[src/hw/tcit_pkg.sv]
// package: constants and types for the three-channel interval timer
package tcit_pkg;
    localparam int TCIT_NUM_CH = 3;
    localparam int TCIT_CNT_W = 16;
    localparam int TCIT_MODE_W = 3;
    // mode field position within the control byte
    localparam int TCIT_MODE_MSB = 3;
    localparam int TCIT_MODE_LSB = 1;
    // smallest and largest legal counts
    localparam logic [15:0] TCIT_MIN_COUNT = 16'h0002;
    localparam logic [15:0] TCIT_MAX_COUNT = 16'hffff;
    // reset values
    localparam logic [15:0] TCIT_RST_COUNT = 16'h0000;
    localparam logic [2:0] TCIT_RST_MODE = 3'h0;
    // on-board reference clock for counter one
    localparam int TCIT_CLK_HZ = 20000000;
    localparam int TCIT_REF_HZ = 1000000;
    localparam int TCIT_REF_HALF_CYC = TCIT_CLK_HZ / (2 * TCIT_REF_HZ);
    localparam int TCIT_REF_DIV_W = 8;

    typedef enum logic [1:0] {
        TCIT_MODE_TC = 2'h0,
        TCIT_MODE_ONESHOT = 2'h1,
        TCIT_MODE_RATE = 2'h2,
        TCIT_MODE_SQUARE = 2'h3
    } tcit_mode_t;

    // host load request for one counter
    typedef struct packed {
        logic load;
        logic [TCIT_MODE_W-1:0] mode_select_field;
        logic [TCIT_CNT_W-1:0] count;
    } tcit_load_t;

    // per-counter external pins
    typedef struct packed {
        logic clk_in;
        logic gate;
    } tcit_pins_t;

    function automatic tcit_mode_t tcit_decode_mode(input logic [2:0] f);
        tcit_decode_mode = tcit_mode_t'(f[1:0]);
    endfunction
endpackage

[src/hw/tcit_counter.sv]
// module: one 16-bit presettable down-counter with four modes
`timescale 1ns/1ps
`default_nettype none
module tcit_counter
    import tcit_pkg::*;
#(
    parameter int CNT_W = TCIT_CNT_W
)(
    // clock and reset
    input wire logic i_clock,
    input wire logic i_rst,
    input wire logic i_ce,
    // host load
    input wire tcit_load_t i_load,
    // pins
    input wire tcit_pins_t i_pins,
    // output
    output logic o_out,
    output logic [CNT_W-1:0] o_count
);
    typedef enum logic [1:0] {
        TCIT_ST_IDLE = 2'b00,
        TCIT_ST_ARMED = 2'b01,
        TCIT_ST_RUN = 2'b11,
        TCIT_ST_DONE = 2'b10
    } tcit_st_t;

    tcit_st_t st_r, st_nxt;
    tcit_mode_t mode_r, mode_nxt;
    logic [CNT_W-1:0] cnt_r, cnt_nxt, init_r, init_nxt;
    logic out_r, out_nxt, clk_d_r, gate_d_r, clk_d_nxt, gate_d_nxt;
    logic tick, trig;
    logic pend_r, pend_nxt;

    // edges of the clock and gate pins
    assign tick = i_pins.clk_in & ~clk_d_r;
    assign trig = i_pins.gate & ~gate_d_r;

    always_comb
    begin
        st_nxt = st_r;
        mode_nxt = mode_r;
        cnt_nxt = cnt_r;
        init_nxt = init_r;
        out_nxt = out_r;
        clk_d_nxt = i_pins.clk_in;
        gate_d_nxt = i_pins.gate;
        pend_nxt = pend_r;
        if (i_load.load)
        begin
            mode_nxt = tcit_decode_mode(i_load.mode_select_field);
            pend_nxt = 1'b0;
            init_nxt = i_load.count;
            if (tcit_decode_mode(i_load.mode_select_field) == TCIT_MODE_TC)
            begin
                out_nxt = 1'b0;
                cnt_nxt = i_load.count;
                st_nxt = TCIT_ST_ARMED;
            end
            else if (st_r != TCIT_ST_RUN || mode_r != tcit_decode_mode(i_load.mode_select_field)
                || mode_r == TCIT_MODE_ONESHOT)
            begin
                out_nxt = 1'b1;
                st_nxt = TCIT_ST_ARMED;
            end
            // running rate or square keeps its cycle until the next reload
        end
        else
        begin
            case (mode_r)
                TCIT_MODE_TC:
                begin
                    if (st_r == TCIT_ST_ARMED && trig)
                        st_nxt = TCIT_ST_RUN;
                    else if (st_r == TCIT_ST_RUN && tick && i_pins.gate)
                    begin
                        cnt_nxt = cnt_r - 1'b1;
                        if (cnt_r == {{(CNT_W-1){1'b0}}, 1'b1})
                        begin
                            out_nxt = 1'b1;
                            st_nxt = TCIT_ST_DONE;
                        end
                    end
                end
                TCIT_MODE_ONESHOT:
                begin
                    if (trig && st_r != TCIT_ST_IDLE)
                    begin
                        // count taken on the next clock pulse
                        pend_nxt = 1'b1;
                        st_nxt = TCIT_ST_RUN;
                    end
                    else if (st_r == TCIT_ST_RUN && tick)
                    begin
                        out_nxt = 1'b0;
                        if (pend_r)
                        begin
                            pend_nxt = 1'b0;
                            cnt_nxt = init_r;
                        end
                        else
                        begin
                            cnt_nxt = cnt_r - 1'b1;
                            if (cnt_r == {{(CNT_W-1){1'b0}}, 1'b1})
                            begin
                                out_nxt = 1'b1;
                                st_nxt = TCIT_ST_DONE;
                            end
                        end
                    end
                end
                TCIT_MODE_RATE:
                begin
                    if (!i_pins.gate)
                    begin
                        out_nxt = 1'b1;
                        if (st_r == TCIT_ST_RUN)
                            st_nxt = TCIT_ST_ARMED;
                    end
                    else if (trig && st_r == TCIT_ST_ARMED)
                    begin
                        cnt_nxt = init_r;
                        st_nxt = TCIT_ST_RUN;
                    end
                    else if (st_r == TCIT_ST_RUN && tick)
                    begin
                        if (cnt_r == {{(CNT_W-2){1'b0}}, 2'b10})
                        begin
                            out_nxt = 1'b0;
                            cnt_nxt = cnt_r - 1'b1;
                        end
                        else if (cnt_r <= {{(CNT_W-1){1'b0}}, 1'b1})
                        begin
                            out_nxt = 1'b1;
                            cnt_nxt = init_r;
                        end
                        else
                        begin
                            out_nxt = 1'b1;
                            cnt_nxt = cnt_r - 1'b1;
                        end
                    end
                end
                default:
                begin
                    if (!i_pins.gate)
                    begin
                        out_nxt = 1'b1;
                        if (st_r == TCIT_ST_RUN)
                            st_nxt = TCIT_ST_ARMED;
                    end
                    else if (trig && st_r == TCIT_ST_ARMED)
                    begin
                        out_nxt = 1'b1;
                        cnt_nxt = {init_r[CNT_W-1:1], 1'b0};
                        if (init_r[0])
                            cnt_nxt = {init_r[CNT_W-1:1], 1'b0} + 2'd2;
                        st_nxt = TCIT_ST_RUN;
                    end
                    else if (st_r == TCIT_ST_RUN && tick)
                    begin
                        if (cnt_r <= {{(CNT_W-2){1'b0}}, 2'b10})
                        begin
                            out_nxt = ~out_r;
                            // odd count: high half one longer, low half one shorter
                            cnt_nxt = {init_r[CNT_W-1:1], 1'b0};
                            if (init_r[0] && !out_r)
                                cnt_nxt = {init_r[CNT_W-1:1], 1'b0} + 2'd2;
                        end
                        else
                        begin
                            cnt_nxt = cnt_r - 2'd2;
                        end
                    end
                end
            endcase
        end
    end

    always_ff @(posedge i_clock)
    begin
        if (i_rst)
        begin
            st_r <= TCIT_ST_IDLE;
            mode_r <= TCIT_MODE_TC;
            cnt_r <= CNT_W'(TCIT_RST_COUNT);
            init_r <= CNT_W'(TCIT_RST_COUNT);
            out_r <= 1'b1;
            // idle level of the pulled-up pin, no false edge after reset
            clk_d_r <= 1'b1;
            gate_d_r <= 1'b1;
            pend_r <= 1'b0;
        end
        else if (i_ce)
        begin
            st_r <= st_nxt;
            mode_r <= mode_nxt;
            cnt_r <= cnt_nxt;
            init_r <= init_nxt;
            out_r <= out_nxt;
            clk_d_r <= clk_d_nxt;
            gate_d_r <= gate_d_nxt;
            pend_r <= pend_nxt;
        end
    end

    assign o_out = out_r;
    assign o_count = cnt_r;

    // --------------------------------------------------------------
    // checks
    // --------------------------------------------------------------
    property p_tc_load_low;
        @(posedge i_clock) disable iff (i_rst)
        (i_ce && i_load.load && i_load.mode_select_field[1:0] == 2'b00) |=> !o_out;
    endproperty
    a_tc_load_low: assert property (p_tc_load_low) else $error("load did not drive low");

    property p_tc_hold;
        @(posedge i_clock) disable iff (i_rst)
        (i_ce && mode_r == TCIT_MODE_TC && !i_load.load && !i_pins.gate) |=> $stable(cnt_r);
    endproperty
    a_tc_hold: assert property (p_tc_hold) else $error("count moved with gate low");

    property p_armed_wait;
        @(posedge i_clock) disable iff (i_rst)
        (i_ce && st_r == TCIT_ST_ARMED && mode_r == TCIT_MODE_TC && !trig && !i_load.load)
        |=> st_r == TCIT_ST_ARMED;
    endproperty
    a_armed_wait: assert property (p_armed_wait) else $error("ran without trigger");

    property p_os_reload;
        @(posedge i_clock) disable iff (i_rst)
        (i_ce && mode_r == TCIT_MODE_ONESHOT && st_r == TCIT_ST_RUN && pend_r && tick && !trig
            && !i_load.load) |=> (cnt_r == init_r && !o_out);
    endproperty
    a_os_reload: assert property (p_os_reload) else $error("retrigger missed");

    property p_rate_gate;
        @(posedge i_clock) disable iff (i_rst)
        (i_ce && mode_r == TCIT_MODE_RATE && !i_pins.gate && !i_load.load) |=> o_out;
    endproperty
    a_rate_gate: assert property (p_rate_gate) else $error("rate ran gate low");

    property p_rate_low_one;
        @(posedge i_clock) disable iff (i_rst)
        (mode_r == TCIT_MODE_RATE && $fell(o_out)) |-> cnt_r == {{(CNT_W-1){1'b0}}, 1'b1};
    endproperty
    a_rate_low_one: assert property (p_rate_low_one) else $error("rate low at bad count");

    property p_sq_even;
        @(posedge i_clock) disable iff (i_rst)
        (mode_r == TCIT_MODE_SQUARE && st_r == TCIT_ST_RUN) |-> !cnt_r[0];
    endproperty
    a_sq_even: assert property (p_sq_even) else $error("square count odd");

    property p_os_done_high;
        @(posedge i_clock) disable iff (i_rst)
        (mode_r == TCIT_MODE_ONESHOT && st_r == TCIT_ST_DONE) |-> o_out;
    endproperty
    a_os_done_high: assert property (p_os_done_high) else $error("one-shot stuck low");
endmodule // tcit_counter
`default_nettype wire

[src/hw/tcit_refclk.sv]
// module: on-board reference square wave divider
`timescale 1ns/1ps
`default_nettype none
module tcit_refclk
    import tcit_pkg::*;
#(
    parameter int HALF_CYC = TCIT_REF_HALF_CYC
)(
    // clock and reset
    input wire logic i_clock,
    input wire logic i_rst,
    input wire logic i_ce,
    // square wave
    output logic o_ref
);
    logic [TCIT_REF_DIV_W-1:0] div_r;
    logic [TCIT_REF_DIV_W-1:0] div_nxt;
    logic ref_r;
    logic ref_nxt;
    localparam logic [TCIT_REF_DIV_W-1:0] LAST = TCIT_REF_DIV_W'(HALF_CYC - 1);

    always_comb
    begin
        div_nxt = div_r;
        ref_nxt = ref_r;
        if (div_r == LAST)
        begin
            div_nxt = '0;
            ref_nxt = ~ref_r;
        end
        else
        begin
            div_nxt = div_r + 1'b1;
        end
    end

    always_ff @(posedge i_clock)
    begin
        if (i_rst)
        begin
            div_r <= '0;
            ref_r <= 1'b0;
        end
        else if (i_ce)
        begin
            div_r <= div_nxt;
            ref_r <= ref_nxt;
        end
    end

    assign o_ref = ref_r;
endmodule // tcit_refclk
`default_nettype wire

[src/hw/tcit_top.sv]
// module: three-channel interval timer top
// ------------------------------------------------------------------
// ------------------------------------------------------------------
`timescale 1ns/1ps
`default_nettype none
module tcit_top
    import tcit_pkg::*;
#(
    parameter int NUM_CH = TCIT_NUM_CH,
    parameter int CNT_W = TCIT_CNT_W
)(
    // clock, reset, enable
    input wire logic i_clock,
    input wire logic i_rst,
    input wire logic i_ce,
    // host loads, one per counter
    input wire tcit_load_t [NUM_CH-1:0] i_load,
    // external clock and gate pins; counter one clock pin unused
    input wire tcit_pins_t [NUM_CH-1:0] i_pins,
    // counter outputs and counts
    output logic [NUM_CH-1:0] o_out,
    output logic [NUM_CH-1:0][CNT_W-1:0] o_count,
    // reference clock output
    output logic o_ref_clk
);
    logic ref_clk;
    tcit_pins_t [NUM_CH-1:0] pins;

    // ------------------------------------------------------------------
    // reference clock
    // ------------------------------------------------------------------
    tcit_refclk u_ref (
        .i_clock(i_clock),
        .i_rst(i_rst),
        .i_ce(i_ce),
        .o_ref(ref_clk)
    );
    assign o_ref_clk = ref_clk;

    // ------------------------------------------------------------------
    // counters
    // ------------------------------------------------------------------
    always_comb
    begin
        pins = i_pins;
        pins[1].clk_in = ref_clk;
    end

    for (genvar g = 0; g < NUM_CH; g++)
    begin : g_ch
        tcit_counter #(.CNT_W(CNT_W)) u_cnt (
            .i_clock(i_clock),
            .i_rst(i_rst),
            .i_ce(i_ce),
            .i_load(i_load[g]),
            .i_pins(pins[g]),
            .o_out(o_out[g]),
            .o_count(o_count[g])
        );
    end
endmodule // tcit_top
`default_nettype wire

[config.mk]
export PLATFORM = sky130hd
export DESIGN_NAME = tcit_top
export DESIGN_NICKNAME = d
export VERILOG_FILES = /design/src/hw/tcit_pkg.sv /design/src/hw/tcit_counter.sv /design/src/hw/tcit_refclk.sv /design/src/hw/tcit_top.sv
export SDC_FILE = /design/constraint.sdc
export NUM_CORES = 1
export LEC_CHECK = 0
export BUFFER_PORTS_ARGS = -buffer_cell sky130_fd_sc_hd__buf_2
export CAP_MARGIN = 20
export CELL_PAD_IN_SITES_DETAIL_PLACEMENT = 2
export CELL_PAD_IN_SITES_GLOBAL_PLACEMENT = 2
export CORE_MARGIN = 2
export CORE_UTILIZATION = 38
export DETAILED_ROUTE_END_ITERATION = 10
export PLACE_DENSITY_LB_ADDON = 0.1
export SYNTH_ARGS = -nofsm -noshare
export SYNTH_HDL_FRONTEND = slang
export SYNTH_HIERARCHICAL = 1
export SYNTH_SLANG_ARGS = --single-unit
export TNS_END_PERCENT = 50
[constraint.sdc]
create_clock -name i_clock -period 6 [get_ports i_clock]
set_input_delay 0.9 -clock i_clock [delete_from_list [all_inputs] [get_ports i_clock]]
set_output_delay 0.9 -clock i_clock [all_outputs]
set_load 0.01 [all_outputs]
==> run summary <==
number of distinct library cells after synthesis: 91
Final Setup Violations: 0
Synth Area per Inst: 7.31 µm²
top layer in use: met4
crit path cell chain: buf_2 > inv_1 > nor3_1 > o221a_2 > nand2b_1 > a2111oi_0 > a31o_1
first-pass GRT wire length: 77,400 µm
Post-synth ARST share: 0%
Fmax achieved: 300 MHz
launching point of the worst reg2reg path: g_ch[1].u_cnt/o_count[3]
row cnt: 64
Pwr Density: 245 nW/µm²
die area: 32,200 µm²
mapped cell area: 11,700 µm²
fin util: 41.7%
Power Total: 3.11 mW
unrepaired setup endpoints after global routing: false
worst reg-to-reg setup slack: 2.85 ns
vias in the first global route: 13.0k
postcts setup bufs: 0
CP arrival: 3.73 ns
IR drop worst, VDD: 0.215 mV
DR DRC count: 0
WHS Path Cells: 2
Root Driver: clkbuf_16
vias per cell: 6.34
Hold Fails Final Rpt: 0
n_diodes: 0
CTS Buf Count: 17
register clock-pin slew on the reported worst setup and hold paths: 0.06 ns
worst-margin pin slew: 1.08 ns
syn nets: 1,690
clock skew: 0.0118 ns
Crit Path Category: in2reg
crit path from: i_load[19]
Hold Crit Start: g_ch[2].u_cnt/init_r[11]
outcome: completed
chip height: 180 µm
final wirelength: 48,600 µm
Critical path buffers and inverters: 2
commonest register cell after synthesis: dfxtp_1
Clock Latency Late Sink: 0.45 ns
total gr overflow: 0
filler cell count: 3,696
Post-CTS Resized: 0
area delta synth->final: 8.44%
DR pass1 iterations: 6
initial antenna violation count: 0
vias after detailed routing: 12.7k
Post-Route Setup TNS: 0 ns
sequential fraction of the synthesis area: 22.1%
input/output buffers: 116
hold bufs inserted after CTS: 0
metal3 WL: 2280 µm
worst hold endpoint: g_ch[2].u_cnt/init_r[11]
Syn Inst Count: 1,601
delay-heaviest family, CP: compound AO/OA/AOI/OAI gates
Clock Path Buffers: 2
routability cong.: 0.897
Max-Cap Viols: 0
wire length per cell: 24.3 µm
critical path startpoint category: input pin
Period Utilization, post-route: 55.6%
critical path's slowest cell: o221a_2
Setup crit end kind: flip-flop
fin. max-slew vios: 0
HP Class: reg2reg
Rel. slew slack: 27.3%
most frequent cells in the layout: nand2_1 (227), dfxtp_1 (129), nor2_1 (122)
most common cell after layout, fill and taps aside: nand2_1
wire length on met2: 22,400 µm
total of flip-flops plus latches after synthesis: 129
R2R cell count: 6
Starting Density: 38.5%
Crit Path Max Fanout: 26
number of enable flip-flop cells after synthesis: 0
Total GRT Usage: 29.7%
area of the core: 30,400 µm²
CTS sink cnt: 129
initial DRC count: 984
Crit path required time: 6.39 ns
I/O pins: 121
Tmin final: 3.33 ns
synth warn: 6
share of post-route cells with drive strength above 1: 13.7%
CTS tree: yes
fin nets: 1,682
wire length on met1: 23,200 µm
post-DP HPWL: 34,400 µm
CTS H-tree lvls: 4
CP peak stage delay: 0.57 ns
LEAKAGE: 4.48 nW
reg-to-reg endpoint: g_ch[1].u_cnt/o_count[4]
Detail Route Antenna Nets: 0
Die Wd: 180 µm
Min Hold Slack: 0.479 ns
largest net degree at the start of global routing: 59
Yosys cell counts, types with 44 or more instances:
master    count  area [µm²]
nand2_1     227         852
clkbuf_1     77         289
nand4_1      47         294
o21ai_0      59         295
buf_2        58         290
dfxtp_1     129        2580
xor2_1       44         385
xnor2_1     101         885
nor2_1      122         458
nand3_1      75         375
nor3_1       45         225
a21oi_1     110         551
cell type report:
cell class / count / area [µm²] / area share, %
Clock buffer: 25 / 515 / 4.06
Timing Repair Buffer: 132 / 703 / 5.54
Multi-Input combinational cell: 1273 / 8200 / 64.6
Inverter: 40 / 150 / 1.18
Clock inverter: 4 / 50.0 / 0.394
Sequential cell: 129 / 2580 / 20.3
Tap cell: 396 / 495 / 3.90
worst max-delay path by stage:
stage / end / slack [ns] / cells past startpoint
after floorplan: g_ch[2].u_cnt/o_count[10] / 3.56 / 7
after global placement: g_ch[0].u_cnt/o_count[15] / 2.42 / 7
after detailed placement: g_ch[0].u_cnt/o_count[15] / 2.30 / 7
after CTS: g_ch[0].u_cnt/o_count[15] / 2.74 / 7
after global routing: g_ch[0].u_cnt/o_count[15] / 2.43 / 7
final: g_ch[0].u_cnt/o_count[15] / 2.67 / 7
worst register-to-register path, stage by stage, from the launching register on:
cell,delay (ns)
dfxtp_1,0.46
nor4_4,0.51
and4_1,0.62
a41o_1,0.75
a221oi_1,0.21
or3_1,0.39
a21oi_1,0.12
cells by family (layout without fill, tap and decap cells):
kind of cell / after synthesis / count (layout) / synth area share, %
simple gates: 678 / 678 / 29.7
compound gates: 416 / 416 / 26.1
buf+inv: 199 / 201 / 8.02
xor+xnor: 145 / 145 / 10.8
flops: 129 / 129 / 22.1
fa+ha+maj: 20 / 20 / 2.14
mux: 14 / 14 / 1.20
where the power goes:
group / total (mW) / switching (mW) / leakage (nW) / internal [mW]
logic: 1.02 / 0.638 / 3.15 / 0.381
registers: 1.03 / 0.128 / 1.05 / 0.903
clock network: 1.06 / 0.435 / 0.273 / 0.629
metal layers:
metal  track usage (%)  vias up
met3              4.44       55
met2              47.5      332
met5                 0        -
met4              7.38        0
met1              41.9     6472
li1                  -     5822
sequential cells by signal, indices dropped and copies added, names as in the netlist:
register	flops
g_ch.u_cnt/st_r	6
u_ref/o_ref	1
g_ch.u_cnt/clk_d_r	3
g_ch.u_cnt/mode_r	6
g_ch.u_cnt/o_count	48
g_ch.u_cnt/pend_r	3
g_ch.u_cnt/o_out	3
u_ref/div_r	8
g_ch.u_cnt/gate_d_r	3
g_ch.u_cnt/init_r	48
metrics by stage:
stage / setup slack (ns) / instances / area, µm²
final: 2.67 / 1999 / 12700
after CTS: 2.74 / 1999 / 12700
after global routing: 2.43 / 1999 / 12700
after global placement: 2.42 / 1969 / 12100
after detailed placement: 2.30 / 1970 / 12100
after floorplan: 3.56 / 1601 / 11700
Power figures use the tool's default switching activity.
